`src/vdsr_pkg.sv`:
```
// Constants shared by the video decoder status readback block.
// Assumes an 8-bit host register port with byte addresses as printed.
package vdsr_pkg;
  localparam logic [7:0] VDSR_OFS_STATUS_TWO = 8'h82;
  localparam logic [7:0] VDSR_OFS_AGC_GAIN   = 8'h83;
  localparam logic [7:0] VDSR_OFS_SCH_PHASE  = 8'h84;
  localparam logic [7:0] VDSR_OFS_EVENTS_B   = 8'h85;
  localparam logic [7:0] VDSR_OFS_IRQ_ACTIVE = 8'h86;
  localparam logic [7:0] VDSR_OFS_FW_MINOR   = 8'h87;
  localparam logic [7:0] VDSR_OFS_STANDARD   = 8'h88;
  localparam logic [7:0] VDSR_OFS_LINE_HIGH  = 8'h89;
  localparam logic [7:0] VDSR_OFS_LINE_LOW   = 8'h8a;
  localparam logic [7:0] VDSR_OFS_IRQ_RESET  = 8'h1c;
  localparam logic [7:0] VDSR_OFS_IRQ_ENABLE = 8'h1d;

  localparam int VDSR_BIT_PAL_SWITCH = 5;
  localparam int VDSR_BIT_FIELD_ODD  = 4;
  localparam int VDSR_BIT_AGC_FROZEN = 3;
  localparam int VDSR_BIT_CMD_READY  = 5;
  localparam int VDSR_BIT_INIT_DONE  = 7;
  localparam int VDSR_NUM_EVENTS     = 5;
  localparam int VDSR_STD_LSB        = 1;

  localparam logic [4:0] VDSR_EVENTS_RST = 5'h00;
  localparam logic [4:0] VDSR_ENABLE_RST = 5'h00;
  localparam logic [7:0] VDSR_ZERO_BYTE  = 8'h00;
  // Arbitrary revision value, within 0 to 99
  localparam logic [7:0] VDSR_FW_MINOR_DEF = 8'h00;
  localparam logic [6:0] VDSR_FW_MINOR_MAX = 7'h63;

  typedef enum logic [2:0] {
    VDSR_STD_NTSC_M   = 3'h0,
    VDSR_STD_PAL_BGHI = 3'h1,
    VDSR_STD_PAL_M    = 3'h2,
    VDSR_STD_PAL_CN   = 3'h3,
    VDSR_STD_NTSC_443 = 3'h4
  } vdsr_std_t;
endpackage

```
`src/vdsr_sync2.sv`:
```
// Two flip-flop synchroniser for a bundle of status levels.
// Assumes the inputs come from outside the clk_in domain.
module vdsr_sync2 #(
  parameter int W = 1
) (
  // Clock and reset
  input  wire logic         clk_in,
  input  wire logic         sys_rst_in,
  // Levels
  input  wire logic [W-1:0] async_in,
  output logic      [W-1:0] sync_out
);
  typedef struct packed {
    logic [W-1:0] meta;
    logic [W-1:0] stable;
  } vdsr_sync_t;

  vdsr_sync_t st_r;
  vdsr_sync_t st_nxt;

  always_comb begin
    st_nxt.meta   = async_in;
    st_nxt.stable = st_r.meta;
    if (sys_rst_in) begin
      st_nxt = '0;
    end
  end

  always_ff @(posedge clk_in) begin
    st_r <= st_nxt;
  end

  assign sync_out = st_r.stable;
endmodule

```
`src/vdsr_event_flag.sv`:
```
// One sticky change flag: set by a status edge, cleared by host write-one.
// Assumes the status level is already on clk_in.
module vdsr_event_flag (
  // Clock and reset
  input  wire logic clk_in,
  input  wire logic sys_rst_in,
  // Event and clear
  input  wire logic level_in,
  input  wire logic clear_in,
  output logic      flag_out
);
  typedef struct packed {
    logic last;
    logic flag;
  } vdsr_flag_t;

  vdsr_flag_t st_r;
  vdsr_flag_t st_nxt;
  logic       change;

  assign change = level_in ^ st_r.last;

  always_comb begin
    st_nxt.last = level_in;
    // Set wins over a clear in the same cycle
    st_nxt.flag = change | (st_r.flag & ~clear_in);
    if (sys_rst_in) begin
      st_nxt.last = level_in;
      st_nxt.flag = 1'b0;
    end
  end

  always_ff @(posedge clk_in) begin
    st_r <= st_nxt;
  end

  assign flag_out = st_r.flag;

  chk_flag_sticky: assert property (@(posedge clk_in) disable iff (sys_rst_in)
    st_r.flag && !clear_in |=> st_r.flag) else $error("flag dropped without clear");
  chk_flag_clear: assert property (@(posedge clk_in) disable iff (sys_rst_in)
    st_r.flag && clear_in && !change |=> !st_r.flag) else $error("flag not cleared");
  chk_flag_set: assert property (@(posedge clk_in) disable iff (sys_rst_in)
    $changed(level_in) && !$past(sys_rst_in) |=> st_r.flag) else $error("change not flagged");
endmodule

```
`src/vdsr_top.sv`:
```
// Status readback register bank of a video decoder with interrupt B logic.
// Assumes the host port gives a one-cycle read or write strobe with address
// and data on clk_in; status levels arrive from other logic asynchronously.
module vdsr_top
  import vdsr_pkg::*;
#(
  parameter logic [7:0] FW_MINOR = vdsr_pkg::VDSR_FW_MINOR_DEF
) (
  // Clock and reset
  input  wire logic        clk_in,
  input  wire logic        sys_rst_in,
  // Host register port
  input  wire logic        host_rd_in,
  input  wire logic        host_wr_in,
  input  wire logic [7:0]  host_addr_in,
  input  wire logic [7:0]  host_wdata_in,
  output logic      [7:0]  host_rdata_out,
  output logic             host_rvalid_out,
  // Decoder status levels
  input  wire logic        pal_switch_in,
  input  wire logic        field_odd_in,
  input  wire logic        agc_frozen_in,
  input  wire logic [7:0]  agc_gain_in,
  input  wire logic [7:0]  subcarrier_to_hsync_phase_in,
  input  wire logic        sch_sample_in,
  input  wire logic        source_type_in,
  input  wire logic        hv_lock_in,
  input  wire logic        color_lock_in,
  input  wire logic        line_alt_in,
  input  wire logic        field_rate_in,
  input  wire logic        command_accept_ready_in,
  input  wire logic        init_done_in,
  input  wire vdsr_pkg::vdsr_std_t std_in,
  input  wire logic        square_pixel_in,
  input  wire logic [9:0]  line_count_in,
  // Interrupt pin, active high level
  output logic             irq_b_out
);
  import vdsr_pkg::*;

  localparam int SW = 41;

  typedef struct packed {
    logic [7:0] rdata;
    logic       rvalid;
    logic [4:0] enable;
    logic [7:0] subcarrier_to_hsync_phase;
    logic       sch_seen;
    logic       irq;
  } vdsr_state_t;

  vdsr_state_t st_r;
  vdsr_state_t st_nxt;

  logic [SW-1:0] raw_bus;
  logic [SW-1:0] syn_bus;
  logic          s_pal;
  logic          s_field;
  logic          s_frozen;
  logic [7:0]    s_gain;
  logic [7:0]    s_phase;
  logic          s_sample;
  logic [4:0]    s_status;
  logic          s_ready;
  logic          s_init;
  logic [2:0]    s_std;
  logic          s_square;
  logic [9:0]    s_line;
  logic [4:0]    flags;
  logic [4:0]    clear;
  logic          wr_reset;
  logic          sample_rise;
  logic [7:0]    rd_mux;

  // All status inputs pass two flip-flops before use
  assign raw_bus = {pal_switch_in, field_odd_in, agc_frozen_in, agc_gain_in,
                    subcarrier_to_hsync_phase_in, sch_sample_in,
                    field_rate_in, line_alt_in, color_lock_in, hv_lock_in,
                    source_type_in, command_accept_ready_in, init_done_in,
                    std_in, square_pixel_in, line_count_in};

  vdsr_sync2 #(
    .W (SW)
  ) u_sync (
    .clk_in     (clk_in),
    .sys_rst_in (sys_rst_in),
    .async_in   (raw_bus),
    .sync_out   (syn_bus)
  );

  assign {s_pal, s_field, s_frozen, s_gain, s_phase, s_sample, s_status,
          s_ready, s_init, s_std, s_square, s_line} = syn_bus;

  assign wr_reset = host_wr_in && (host_addr_in == VDSR_OFS_IRQ_RESET);
  assign clear    = wr_reset ? host_wdata_in[4:0] : 5'h00;

  genvar gi;
  generate
    for (gi = 0; gi < VDSR_NUM_EVENTS; gi++) begin : g_flag
      vdsr_event_flag u_flag (
        .clk_in     (clk_in),
        .sys_rst_in (sys_rst_in),
        .level_in   (s_status[gi]),
        .clear_in   (clear[gi]),
        .flag_out   (flags[gi])
      );
    end
  endgenerate

  // Phase is captured on the rising edge of the synchronised sample strobe
  assign sample_rise = s_sample && !st_r.sch_seen;

  always_comb begin
    rd_mux = VDSR_ZERO_BYTE;
    unique case (host_addr_in)
      VDSR_OFS_STATUS_TWO: begin
        rd_mux[VDSR_BIT_PAL_SWITCH] = s_pal;
        rd_mux[VDSR_BIT_FIELD_ODD]  = s_field;
        rd_mux[VDSR_BIT_AGC_FROZEN] = s_frozen;
      end
      VDSR_OFS_AGC_GAIN: begin
        rd_mux = s_gain;
      end
      VDSR_OFS_SCH_PHASE: begin
        rd_mux = st_r.subcarrier_to_hsync_phase;
      end
      VDSR_OFS_EVENTS_B: begin
        rd_mux[4:0]                = flags;
        rd_mux[VDSR_BIT_CMD_READY] = s_ready;
        rd_mux[VDSR_BIT_INIT_DONE] = s_init;
      end
      VDSR_OFS_IRQ_ACTIVE: begin
        rd_mux[0] = st_r.irq;
      end
      VDSR_OFS_FW_MINOR: begin
        rd_mux = (FW_MINOR > {1'b0, VDSR_FW_MINOR_MAX}) ?
                 {1'b0, VDSR_FW_MINOR_MAX} : FW_MINOR;
      end
      VDSR_OFS_STANDARD: begin
        rd_mux[0]                  = s_square;
        rd_mux[VDSR_STD_LSB +: 3]  = s_std;
      end
      VDSR_OFS_LINE_HIGH: begin
        rd_mux[1:0] = s_line[9:8];
      end
      VDSR_OFS_LINE_LOW: begin
        rd_mux = s_line[7:0];
      end
      VDSR_OFS_IRQ_ENABLE: begin
        rd_mux[4:0] = st_r.enable;
      end
      default: begin
        rd_mux = VDSR_ZERO_BYTE;
      end
    endcase
  end

  always_comb begin
    st_nxt          = st_r;
    st_nxt.rvalid   = host_rd_in;
    st_nxt.rdata    = host_rd_in ? rd_mux : st_r.rdata;
    st_nxt.sch_seen = s_sample;
    if (sample_rise) begin
      st_nxt.subcarrier_to_hsync_phase = s_phase;
    end
    // Only the enable and interrupt reset registers take writes; status writes are dropped
    if (host_wr_in && host_addr_in == VDSR_OFS_IRQ_ENABLE) begin
      st_nxt.enable = host_wdata_in[4:0];
    end
    st_nxt.irq = |(flags & st_r.enable);
    if (sys_rst_in) begin
      st_nxt.rdata    = VDSR_ZERO_BYTE;
      st_nxt.rvalid   = 1'b0;
      st_nxt.enable   = VDSR_ENABLE_RST;
      st_nxt.subcarrier_to_hsync_phase      = VDSR_ZERO_BYTE;
      st_nxt.sch_seen = 1'b0;
      st_nxt.irq      = 1'b0;
    end
  end

  always_ff @(posedge clk_in) begin
    st_r <= st_nxt;
  end

  assign host_rdata_out  = st_r.rdata;
  assign host_rvalid_out = st_r.rvalid;
  assign irq_b_out       = st_r.irq;

  chk_irq_follows: assert property (@(posedge clk_in) disable iff (sys_rst_in)
    |(flags & st_r.enable) |=> irq_b_out) else $error("irq not raised");
  chk_irq_masked: assert property (@(posedge clk_in) disable iff (sys_rst_in)
    (st_r.enable == 5'h00) ##1 (st_r.enable == 5'h00) |-> !irq_b_out)
    else $error("masked irq active");
  chk_active_reg: assert property (@(posedge clk_in) disable iff (sys_rst_in)
    host_rd_in && host_addr_in == VDSR_OFS_IRQ_ACTIVE |=>
    host_rdata_out == {7'h00, $past(irq_b_out)}) else $error("active read wrong");
  chk_line_high: assert property (@(posedge clk_in) disable iff (sys_rst_in)
    host_rd_in && host_addr_in == VDSR_OFS_LINE_HIGH |=>
    host_rdata_out[7:2] == 6'h00) else $error("line high reserved set");
  chk_status_resv: assert property (@(posedge clk_in) disable iff (sys_rst_in)
    host_rd_in && host_addr_in == VDSR_OFS_STATUS_TWO |=>
    (host_rdata_out & 8'hc7) == 8'h00) else $error("status two reserved set");
  chk_fw_range: assert property (@(posedge clk_in) disable iff (sys_rst_in)
    host_rd_in && host_addr_in == VDSR_OFS_FW_MINOR |=>
    host_rdata_out <= 8'h63) else $error("revision out of range");
  chk_events_resv: assert property (@(posedge clk_in) disable iff (sys_rst_in)
    host_rd_in && host_addr_in == VDSR_OFS_EVENTS_B |=>
    !host_rdata_out[6]) else $error("events bit6 set");
  chk_read_valid: assert property (@(posedge clk_in) disable iff (sys_rst_in)
    host_rd_in |=> host_rvalid_out ##1 !host_rvalid_out || $past(host_rd_in))
    else $error("read valid timing");
  chk_sch_hold: assert property (@(posedge clk_in) disable iff (sys_rst_in)
    !sample_rise |=> $stable(st_r.subcarrier_to_hsync_phase)) else $error("phase changed off strobe");
endmodule

```
`config.mk`:
```
export PLATFORM = sky130hd
export DESIGN_NAME = vdsr_top
export DESIGN_NICKNAME = d
export VERILOG_FILES = /design/src/vdsr_pkg.sv /design/src/vdsr_sync2.sv /design/src/vdsr_event_flag.sv /design/src/vdsr_top.sv
export SDC_FILE = /design/constraint.sdc
export NUM_CORES = 1
export LEC_CHECK = 0
export ABC_AREA = 1
export BUFFER_PORTS_ARGS = -buffer_cell sky130_fd_sc_hd__buf_2
export CORE_MARGIN = 4
export CORE_UTILIZATION = 55
export DETAILED_ROUTE_END_ITERATION = 8
export PLACE_DENSITY_LB_ADDON = 0.1
export SETUP_SLACK_MARGIN = 0.05
export SYNTH_ARGS = -nofsm -noshare
export SYNTH_HDL_FRONTEND = slang
export SYNTH_SLANG_ARGS = --single-unit
```
`constraint.sdc`:
```
create_clock -name clk_in -period 2 [get_ports clk_in]
set_clock_uncertainty 0.2 [all_clocks]
set_input_delay 0.1 -clock clk_in [delete_from_list [all_inputs] [get_ports clk_in]]
set_output_delay 0.1 -clock clk_in [all_outputs]
set_load 0.05 [all_outputs]
```
* Word level (Yosys, flattened, before mapping) *
Cells that the tools add are included.

cells by class
  equal/unequal tests = 10
  muxes and demuxes = 9
  bitwise operators = 21
  reduce and logical (&&, ||, !) cells = 5

operators by type and width
  operator            number
  $eq 8x8->1 const B  8
  $eq 8x5->1 const B  2
  $pmux 1 s7          2
  $pmux 1 s6          2
  $pmux 1 s8          1
  $and 1x1->1         5
  $and 5x5->5         1
  $mux 5              1
  $not 1->1           5
  $or 1x1->1          5
  $pmux 1 s5          1
  $reduce_or 5->1     1
  $xor 1x1->1         5
  $pmux 1 s4          1
  $logic_and 1x1->1   3
  $pmux 1 s3          1
  $logic_not 1->1     1

word-level totals
  register bits = 116
  input port bits = 61
  output and inout port bits = 10
  word-level logic and storage cells = 63

* Logic depth before layout (Yosys ltp) *
Gate-level depths: netlist of run 1.

  depth in word-level cells = 6
  mapped depth = 10
  mapped depth without buffers = 10

* Hierarchy *
Synthesis of run 1 repeated with hierarchy kept, for this count alone.

second synthesis, totals
  cells, all modules = 592
  area, all modules = 4,569.4 sq um

modules (own cells, without submodules)
  module           instances  cells an instance  area each (sq um)  sequential area each (sq um)
  vdsr_sync2       1          296                2,686.3            1,641.6
  vdsr_top         1          236                1,488.9            480.5
  vdsr_event_flag  5          12                 78.8               40.0

* Worst setup path after synthesis of run 1 *
No wires, ideal clock.

  kind = reg-to-reg
  from = register u_sync.st_r (netlist bit u_sync.sync_out[21])
  to = register st_r[6] (netlist bit)
  setup time = 0.128 ns
  data arrival time = 0.955 ns
  data required time = 1.672 ns
  slack = 0.717 ns
  cell stages (with the launch flop) = 7
  buffers on the path = 1
  clock period less this slack = 1.283 ns
  cell sequence = dfxtp_1 -> inv_1 -> nor2_1 -> inv_1 -> clkbuf_1 -> o21ai_0 -> a21oi_1

between the ends
  longest elaborated chain between the ends = 1

RTL lines
  element                 RTL line          text
  start, declared         vdsr_sync2.sv:18  vdsr_sync_t st_r;
  start signal, assigned  vdsr_sync2.sv:30  st_r <= st_nxt;
  $logic_and 1x1->1       vdsr_top.sv:111   assign sample_rise = s_sample && !st_r.sch_seen;
  end signal, assigned    vdsr_top.sv:182   st_r <= st_nxt;
  end, declared           vdsr_top.sv:52    vdsr_state_t st_r;

Every way passes these cells.
A chain may end at the register's enable or synchronous reset.

* Worst setup path after layout of run 1 *
  from = input host_addr_in[0]
  to = register g_flag[2].u_flag.st_r (netlist bit g_flag[2].u_flag.flag_out)

between the ends
  longest elaborated chain between the ends = 6

RTL lines
  element               RTL line               text
  start, declared       vdsr_top.sv:15         input wire logic [7:0] host_addr_in,
  $eq 8x5->1            vdsr_top.sv:94         assign wr_reset = host_wr_in && (host_addr_in == VDSR_OFS_IRQ_RESET);
  $logic_and 1x1->1     vdsr_top.sv:94
  $mux 5                vdsr_top.sv:95         assign clear = wr_reset ? host_wdata_in[4:0] : 5'h00;
  $not 1->1             vdsr_event_flag.sv:26  st_nxt.flag = change | (st_r.flag & ~clear_in);
  $and 1x1->1           vdsr_event_flag.sv:26
  $or 1x1->1            vdsr_event_flag.sv:26
  end signal, assigned  vdsr_event_flag.sv:34  st_r <= st_nxt;
  end, declared         vdsr_event_flag.sv:17  vdsr_flag_t st_r;

Every way passes these cells.

==> reports/metrics.yaml, run 1 <==
floorplan:
  pin_count: 71
  core_um2: 7214
  die_area_um2: 8801
  initial_core_util_pct: 56.14
  die_h_um: 93.82
  die_x_um: 93.82
  row_count: 31
sta:
  hold_viol: 2
  timing.hold.ws_ns: -0.03299
  setup-violations-final: 0
  maxSlewHeadroom_pct: 68.27
  grt_setup_unrepaired: "true"
  tightest_slew_ns: 0.4754
  worst_slack_ns: 0.09678
  max_freq_ghz: 0.5254
  slew_violations: 0
  min_period_ns: 1.903
  finalSetupTns_ns: 0
  period_share_pct: 95.16
worst_setup_path:
  critical_path.top_delay_family: "buffers and inverters"
  path_cells: "dlygate4sd3_1 -> buf_2 -> inv_1 -> nand2_1 -> nor3b_2 -> buf_4 -> nand3_1 -> dlygate4sd3_1 -> nand2_1 -> a21oi_1"
  slowest_delay_ns: 0.58
  required_ns: 2.19
  cp-end-kind: "flip-flop"
  cp_max_fo: 5
  cp-start-kind: "input pin"
  crit_path_top_delay_cell: "dlygate4sd3_1"
  cp_num_buf_inv: 5
  cp.arrival_ns: 2.09
  crit_type: "in2reg"
global_route:
  overflow: 0
  antenna_found_initial: 0
  grt_pass1_wl_um: 16860
  grt_use_total_pct: 24.95
  grt_pass1_vias: 3860
  grt_max_degree: 77
place:
  pre_cts_ws_ns: 0.4025
  post-dp-hpwl_um: 5491
  place_congestion: 0.9247
  dp_cells: 656
  port_buffers: 67
clock_network:
  root_buffer: "clkbuf_8"
  insertion_delay_ns: 0.51
  path_clk_slew_ns: 0.06
  cts_htree_levels: 4
  cts.path.max_buffers: 2
  cts.sinks: 116
  numCtsBuffers: 17
  cts_tree: "done"
final_layout:
  final_common_cell: "dfxtp_1"
  final_cell_mix: "dfxtp_1 (116), nor2_1 (113), inv_1 (108)"
  finalNetCount: 743
  area_growth_pct: 49.40
  layout-drive-gt1-share_pct: 16.83
  stdcell_count: 794
  diodes: 0
status:
  status: "complete, but fails checks"
  violations: "hold timing"
synthesis:
  yosys_warnings: 0
  synth_cells: 509
  synthTopCellsByArea: "dfxtp_1 (57%), nor2_1 (10%), inv_1 (10%), nand2_1 (4.4%), nand3_1 (4.1%)"
  synth.distinct_cells: 25
  synth_largest_area_cell: "dfxtp_1"
  yosysSeqAreaShare_pct: 57.34
  synthesis.area_um2: 4050
  synth_nets: 570
  yosysTopAreaCellShare_pct: 57.34
  avgSynthCellArea_um2: 7.957
  synth_seq_cells: 116
power_and_ir_drop:
  p_seq_share_pct: 42.6
  p_sw_share_pct: 23.22
  power_frac_clock_pct: 49.6
  internal-power_mw: 4.437
  power.density_nw_per_um2: 955.1
  ir_drop_mv: 0.7859
  p_total_mw: 5.779
  p_comb_share_pct: 7.8
  power.switching_mw: 1.342
  cellLeakagePower_nw: 2.929
drt:
  drt-total-wl_um: 10250
  postRouteAntennaNets: 0
  drt_iter0_markers: 222
  drc_errors: 0
  firstDrtPassIters: 5
  num_vias: 3704
  wl_per_cell_um: 12.91
  post_drt_via_cell_ratio: 4.665
min_path:
  hold_path.class: "in2reg"
flow_run:
  maxCapViolCount: 0
power groups by stage:
stage	Sequential (mW)	Clock, mW	Combinational (mW)
after floorplan	2.50	0	0.188
after global placement	2.50	0	0.276
after detailed placement	2.51	0	0.284
after CTS	2.46	2.89	0.434
after global routing	2.47	3.01	0.497
final	2.46	2.87	0.451
worst paths after layout:
kind,endpoint,slack (ns),from,cells after the start
worst max-delay path,g_flag[2].u_flag.flag_out,0.1,host_addr_in[0],10
worst min-delay path,g_flag[1].u_flag.flag_out,-0.03,host_addr_in[4],6
worst min register to register,g_flag[1].u_flag.st_r[1],0.17,u_sync.sync_out[17],0
worst max register to register,st_r[7],0.55,u_sync.sync_out[21],5
repair_timing:
action / 4_1_cts / 5_1_grt
buffers inserted: 0 / 2
endpoints found under the setup margin: 0 / 12
hold buffers: 106 / 0
hold endpoints to repair: 110 / 0
resized for setup: 0 / 4
stage by stage:
step                      utilization, %  cell area [µm²]
final                              83.87             6051
after CTS                          83.77             6043
after floorplan                        -             4050
after detailed placement           61.13             4410
after global placement             61.13             4410
after global routing               83.87             6051
routing by layer:
| metal | global-route usage, % | vias up | share of wire, % |
|---|---|---|---|
| li1 | - | 1853 | - |
| met1 | 28.43 | 1709 | 40 |
| met2 | 44.59 | 125 | 52 |
| met3 | 6.891 | 17 | 5.9 |
| met4 | 8.544 | 0 | 1.6 |
| met5 | 0 | - | 0 |
tightest hold or removal path, cell delays in order:
cell     delay, ns
buf_2         0.10
nand2_1       0.07
nor2_2        0.10
nand3_1       0.10
nand2_1       0.05
a21oi_1       0.11
synthesized netlist by cell type:
library cell and n:
o22ai_1 1, nand2_2 4, nand3_1 33, o21ai_0 22, nand3b_1 1, o211a_1 1, nand3_2 1, a41oi_1 1
a211oi_1 1, nor3b_1 1, nor2_2 2, nand2_1 48, dfxtp_1 116, xnor2_1 5, nor2_1 113, inv_2 1
clkbuf_8 1, inv_1 108, a31oi_1 2, a21oi_1 19, buf_4 9, clkbuf_1 12, nor2_4 3, buf_6 2
o21ai_1 2
sequential cells by signal, summed over array words and instances (netlist names):
signal                  flops
g_flag.u_flag.flag_out      5
u_sync.st_r                41
irq_b_out                   1
host_rvalid_out             1
st_r                       14
g_flag.u_flag.st_r          5
u_sync.sync_out            41
host_rdata_out              8
layout make-up:
type	instances	area (µm²)
inverters	109	409.1
clock buffers	18	417.9
fillers	418	1164
clock inverters	14	153.9
repair buffers	178	1444
flip-flops and latches	116	2322
well taps	99	123.9
multi-input cells	260	1180
cells by family after synthesis:
group                  after synthesis  synth area share [%]
XOR/XNOR                             5                 1.081
flip-flops                         116                 57.34
AO/OA/AOI/OAI                       49                 6.426
AND/OR/NAND/NOR                    206                 21.38
buffers and inverters              133                 13.78
No activity file was read; power rests on OpenSTA's default activity.
==> run 2, diff against run 1 <==
--- a/config.mk
+++ b/config.mk
@@ -7,8 +7,10 @@
 export LEC_CHECK = 0
 export ABC_AREA = 1
 export BUFFER_PORTS_ARGS = -buffer_cell sky130_fd_sc_hd__buf_2
+export CELL_PAD_IN_SITES_DETAIL_PLACEMENT = 0
+export CELL_PAD_IN_SITES_GLOBAL_PLACEMENT = 1
 export CORE_MARGIN = 4
-export CORE_UTILIZATION = 55
+export CORE_UTILIZATION = 43
 export DETAILED_ROUTE_END_ITERATION = 8
 export PLACE_DENSITY_LB_ADDON = 0.1
 export SETUP_SLACK_MARGIN = 0.05
==> run 2 against run 1 <==
Effect of this change: die area up 25%; total power hardly changed; sequential cell count unchanged; the run now ends clean; global-route usage down 6.3 points.
==> reports/metrics.yaml, run 2 (same netlist as run 1, synthesis figures left out) <==
global_route:
  antenna_found_initial: 0  # unchanged
  grt_max_degree: 94  # was 77
  grt_pass1_wl_um: 16260  # was 16860 µm
  grt_use_total_pct: 18.68  # was 24.95%
  overflow: 0  # unchanged
  grt_pass1_vias: 3593  # was 3860
worst_setup_path:
  r2r-end: "st_r[7]"  # unchanged
  ff2ff_setup_slack_ns: 0.51  # was 0.55 ns
  cp_max_fo: 2  # was 5
  r2r_cells: 5  # unchanged
  critical_path.top_delay_family: "buffers and inverters"  # unchanged
  crit_top_cell: "dlygate4sd3_1"
  required_ns: 2.19  # about the same
  cp.arrival_ns: 2.09  # about the same
  crit_path_top_delay_cell: "dlygate4sd3_1"  # unchanged
  cp_num_buf_inv: 4  # was 5
  path_cells: "dlygate4sd3_1 -> buf_2 -> nand3_1 -> dlygate4sd3_1 -> nand2_1 -> a21oi_1 -> dlygate4sd3_1"  # was dlygate4sd3_1 -> buf_2 -> inv_1 -> nand2_1 -> nor3b_2 -> buf_4 -> nand3_1 -> dlygate4sd3_1 -> nand2_1 -> a21oi_1
  slowest_delay_ns: 0.58  # about the same
  cp-start-kind: "input pin"  # unchanged
  r2r-start: "u_sync.sync_out[21]"  # unchanged
  crit_type: "in2reg"  # unchanged
  cp-end-kind: "flip-flop"  # unchanged
floorplan:
  core_um2: 9196  # was 7214 µm²
  die_h_um: 105.1  # was 93.82 µm
  die_area_um2: 11040  # was 8801 µm²
  initial_core_util_pct: 44.04  # was 56.14%
  pin_count: 71  # unchanged
  row_count: 35  # was 31
  die_x_um: 105.1  # was 93.82 µm
sta:
  slew_violations: 0  # unchanged
  min_period_ns: 1.903  # about the same
  setup-violations-final: 0  # unchanged
  period_share_pct: 95.16  # about the same
  hold_viol: 0  # was 2
  finalSetupTns_ns: 0  # unchanged
  maxSlewHeadroom_pct: 63.16  # was 68.27%
  grt_setup_unrepaired: "true"  # unchanged
  max_freq_ghz: 0.5254  # about the same
  timing.hold.ws_ns: 0.04953  # was -0.03299 ns
  tightest_slew_ns: 0.5520  # was 0.4754 ns
power_and_ir_drop:
  p_total_mw: 5.780  # was 5.779 mW
  power.density_nw_per_um2: 951.8  # was 955.1 nW/µm²
  power_frac_clock_pct: 49.8  # was 49.6%
  p_sw_share_pct: 22.19  # was 23.22%
  internal-power_mw: 4.498  # was 4.437 mW
  p_comb_share_pct: 7.7  # was 7.8%
  power.switching_mw: 1.283  # was 1.342 mW
  cellLeakagePower_nw: 2.930  # was 2.929 nW
  ir_drop_mv: 0.6707  # was 0.7859 mV
  p_seq_share_pct: 42.5  # was 42.6%
drt:
  wl_per_cell_um: 11.96  # was 12.91 µm
  drt-total-wl_um: 9640  # was 10250 µm
  postRouteAntennaNets: 0  # unchanged
  num_vias: 3591  # was 3704
  drt_iter0_markers: 199  # was 222
  firstDrtPassIters: 4  # was 5
  post_drt_via_cell_ratio: 4.455  # was 4.665
  drc_errors: 0  # unchanged
min_path:
  hold_depth: 6  # unchanged
  holdPathEnd: "st_r[12]"  # was g_flag[1].u_flag.flag_out
  hold_start: "host_addr_in[4]"  # unchanged
  hold_path.class: "in2reg"  # unchanged
place:
  place_congestion: 0.8263  # was 0.9247
  post-dp-hpwl_um: 5575  # was 5491 µm
  port_buffers: 67  # unchanged
final_layout:
  layout-drive-gt1-share_pct: 16.40  # was 16.83%
  area_growth_pct: 49.95  # was 49.40%
  diodes: 0  # unchanged
  n_fill_cell: 811  # was 418
  final_cell_mix: "dfxtp_1 (116), nor2_1 (113), inv_1 (108)"  # unchanged
  finalNetCount: 743  # unchanged
  final_common_cell: "dfxtp_1"  # unchanged
clock_network:
  cts.path.max_buffers: 2  # unchanged
  path_clk_slew_ns: 0.06  # about the same
  numCtsBuffers: 17  # unchanged
  insertion_delay_ns: 0.51  # about the same
  cts_htree_levels: 4  # unchanged
  root_buffer: "clkbuf_8"  # unchanged
  cts.sinks: 116  # unchanged
  cts_tree: "done"  # unchanged
status:
  status: "completed"  # was complete, but fails checks
flow_run:
  maxCapViolCount: 0  # unchanged
run 2: cell count changes in the layout (fill, tap and decap cells not counted), sizes merged:
| cell | previous run | this run |
|---|---|---|
| dlymetal6s4s | 1 | 0 |
| inv | 112 | 110 |
| clkinv | 6 | 5 |
| buf | 74 | 72 |
| dlygate4sd3 | 103 | 106 |
| clkbuf | 18 | 21 |
run 2: tightest hold or removal path, delay by kind of cell:
| kind | cells | cell delay [ns] |
|---|---|---|
| buffers and inverters | 1 | 0.10 |
| AOI/OAI and AO/OA | 2 | 0.19 |
| and+or+nand+nor | 3 | 0.31 |
run 2: cell type report:
type	instances	area [µm²]	area share, %
timing repair buffer	178	1446	23.82
multi-input combinational	260	1180	19.43
inverter	109	409.1	6.737
tap	111	138.9	2.287
clock inverter	11	127.6	2.101
sequential	116	2322	38.24
clock buffer	21	449.2	7.396
run 2: stage by stage:
step | std cells | cell area (µm²) | util, % | setup WS (ns)
2_1_floorplan | 509 | 4050 | - | 0.7170
3_3_place_gp | 666 | 4410 | 47.96 | 0.3775
3_5_place_dp | 666 | 4410 | 47.96 | 0.3346
4_1_cts | 804 | 6048 | 65.77 | 0.1344
5_1_grt | 806 | 6073 | 66.04 | 0.02501
6_report | 806 | 6073 | 66.04 | 0.09677
run 2: how the worst max path moves through the flow:
stage | slack [ns] | start | end | cells after the start
after global placement | 0.38 | host_addr_in[6] | st_r[14] | 7
final | 0.1 | host_wdata_in[1] | g_flag[1].u_flag.flag_out | 7
after detailed placement | 0.33 | host_addr_in[4] | host_rdata_out[3] | 11
after global routing | 0.03 | host_wdata_in[1] | g_flag[1].u_flag.flag_out | 7
after floorplan | 0.72 | u_sync.sync_out[21] | st_r[6] | 6
after CTS | 0.13 | host_addr_in[0] | host_rdata_out[0] | 11
run 2: repair_timing:
item,in CTS,in global routing
endpoints found under the setup margin,0,4
resized for setup,0,2
setup buffers,0,2
hold endpoints to repair,105,0
hold buffers,106,0
run 2: power by group through the flow:
| stage | clock network (mW) | logic, mW | registers [mW] |
|---|---|---|---|
| after global placement | 0 | 0.278 | 2.51 |
| after detailed placement | 0 | 0.282 | 2.51 |
| after floorplan | 0 | 0.188 | 2.50 |
| final | 2.88 | 0.444 | 2.46 |
| after global routing | 3.04 | 0.499 | 2.47 |
| after CTS | 2.93 | 0.434 | 2.46 |
run 2: layer usage:
metal	share of wire, %	global-route usage [%]
met1	44	22.39
met2	49	31.53
met3	4.9	5.497
met4	1.5	7.123
met5	0	0
==> run 3, diff against run 2 <==
--- a/config.mk
+++ b/config.mk
@@ -9,7 +9,6 @@
 export BUFFER_PORTS_ARGS = -buffer_cell sky130_fd_sc_hd__buf_2
 export CELL_PAD_IN_SITES_DETAIL_PLACEMENT = 0
 export CELL_PAD_IN_SITES_GLOBAL_PLACEMENT = 1
-export CORE_MARGIN = 4
 export CORE_UTILIZATION = 43
 export DETAILED_ROUTE_END_ITERATION = 8
 export PLACE_DENSITY_LB_ADDON = 0.1
==> run 3 against run 2 <==
Effect of this change: the flow now finishes with violations (hold timing); final cell count down 0.74%; global-route usage increased by 2.4 points; register-to-register slack worse by 0.05 ns.
==> reports/metrics.yaml, run 3 (same netlist as run 1, synthesis figures left out) <==
worst_setup_path:
  cp.arrival_ns: 2.14  # was 2.09 ns
  critical_path.top_delay_family: "buffers and inverters"  # unchanged
  cp_max_fo: 2  # unchanged
  required_ns: 2.24  # was 2.19 ns
  crit_path_top_delay_cell: "dlygate4sd3_1"  # unchanged
  cp-end-kind: "flip-flop"  # unchanged
  slowest_delay_ns: 0.58  # about the same
  crit_type: "in2reg"  # unchanged
  cp_num_buf_inv: 4  # unchanged
  path_cells: "dlygate4sd3_1 -> buf_2 -> nand3_1 -> dlygate4sd3_1 -> nand2_1 -> a21oi_1 -> dlygate4sd3_1"  # unchanged
  crit_top_cell: "dlygate4sd3_1"  # unchanged
  cp-start-kind: "input pin"  # unchanged
drt:
  firstDrtPassIters: 4  # unchanged
  postRouteAntennaNets: 0  # unchanged
  drc_errors: 0  # unchanged
  post_drt_via_cell_ratio: 4.394  # was 4.455
  wl_per_cell_um: 11.72  # was 11.96 µm
  drt-total-wl_um: 9376  # was 9640 µm
  num_vias: 3515  # was 3591
  drt_iter0_markers: 78  # was 199
sta:
  grt_setup_unrepaired: "false"  # was true
  worst_slack_ns: 0.1026  # was 0.09677 ns
  setup-violations-final: 0  # unchanged
  period_share_pct: 94.87  # was 95.16%
  timing.hold.ws_ns: -0.03463  # was 0.04953 ns
  slew_violations: 0  # unchanged
  max_freq_ghz: 0.5270  # was 0.5254 GHz
  tightest_slew_ns: 0.5085  # was 0.5520 ns
  min_period_ns: 1.897  # was 1.903 ns
  maxSlewHeadroom_pct: 66.06  # was 63.16%
  finalSetupTns_ns: 0  # unchanged
  hold_viol: 1  # was 0
power_and_ir_drop:
  power.density_nw_per_um2: 971.1  # was 951.8 nW/µm²
  cellLeakagePower_nw: 2.923  # was 2.930 nW
  ir_drop_mv: 0.5567  # was 0.6707 mV
place:
  port_buffers: 67  # unchanged
  place_congestion: 0.8139  # was 0.8263
  pre_cts_ws_ns: 0.3442  # was 0.3346 ns
  post-dp-hpwl_um: 5585  # was 5575 µm
global_route:
  grt_pass1_wl_um: 15860  # was 16260 µm
  antenna_found_initial: 0  # unchanged
  overflow: 0  # unchanged
  grt_pass1_vias: 3458  # was 3593
  grt_use_total_pct: 21.09  # was 18.68%
  grt_max_degree: 94  # unchanged
floorplan:
  die_x_um: 99.05  # was 105.1 µm
  row_count: 35  # unchanged
  initial_core_util_pct: 44.04  # unchanged
  die_area_um2: 9811  # was 11040 µm²
  pin_count: 71  # unchanged
  die_h_um: 99.05  # was 105.1 µm
  core_um2: 9196  # unchanged
clock_network:
  root_buffer: "clkbuf_8"  # unchanged
  numCtsBuffers: 17  # unchanged
  insertion_delay_ns: 0.50  # was 0.51 ns
  path_clk_slew_ns: 0.06  # about the same
  cts.path.max_buffers: 2  # unchanged
  cts.sinks: 116  # unchanged
  cts_tree: "done"  # unchanged
  cts_htree_levels: 4  # unchanged
flow_run:
  maxCapViolCount: 0  # unchanged
final_layout:
  finalNetCount: 738  # was 743
  area_growth_pct: 49.12  # was 49.95%
  final_cell_mix: "dfxtp_1 (116), nor2_1 (113), inv_1 (108)"  # unchanged
  multi_input_area_um2: 1180  # unchanged
  final_common_cell: "dfxtp_1"  # unchanged
  seq_area_um2: 2322  # unchanged
  diodes: 0  # unchanged
  n_fill_cell: 779  # was 811
  layout-drive-gt1-share_pct: 16.26  # was 16.40%
min_path:
  hold_path.class: "in2reg"  # unchanged
status:
  violations: "hold timing"
  status: "complete, but fails checks"  # was completed
run 3: report_power, final:
group,internal (mW),switching (mW)
combinational,0.235,0.203
sequential,2.42,0.0378
clock,1.92,1.05
total,4.58,1.29
run 3: final cells by class:
type,instances,share of cell area [%]
clock buffer,19,7.147
clock inverter,12,2.590
inverter,109,6.774
multi-input combinational,260,19.54
sequential,116,38.45
tap,111,2.300
timing repair buffer,173,23.20
run 3: path summary, 6_finish.rpt:
kind                             from                   endpoint  slack [ns]  cells after the start
hold / removal        host_addr_in[1]          host_rdata_out[6]       -0.03                      5
hold reg to reg   u_sync.sync_out[17]   g_flag[1].u_flag.st_r[1]        0.16                      0
setup / recovery     host_wdata_in[1]  g_flag[1].u_flag.flag_out        0.10                      7
setup reg to reg  u_sync.sync_out[21]                    st_r[6]        0.46                      5
run 3: repair_timing:
item / CTS / global route
resized for setup: 0 / 2
endpoints found under the hold margin: 108 / 0
setup endpoints to repair: 0 / 4
hold buffers: 104 / 0
buffers inserted: 0 / 0
run 3: worst reg2reg max path: cells and delay by family, from the launching register on:
| kind | cells | cell delay (ns) |
|---|---|---|
| AO/OA/AOI/OAI | 2 | 0.31 |
| buffers and inverters | 2 | 0.30 |
| flip-flops | 1 | 0.30 |
| AND/OR/NAND/NOR | 1 | 0.30 |
run 3: per-layer routing:
layer,share of wire [%],GRT usage [%],vias to the layer above
met3,4.4,5.319,12
met5,0,0,-
met4,1.2,7.919,0
li1,-,-,1841
met1,47,25.75,1577
met2,48,35.93,85
run 3: per-stage QoR:
stage	hold slack, ns	power [mW]	utilization, %	area, µm²	std cells
after floorplan	0.006967	2.685	-	4050	509
after global placement	0.09818	2.784	47.96	4410	666
after detailed placement	0.1053	2.789	47.96	4410	666
after CTS	0.01431	5.909	65.67	6040	801
after global routing	0.03680	6.081	65.67	6040	800
final	-0.03463	5.865	65.67	6040	800
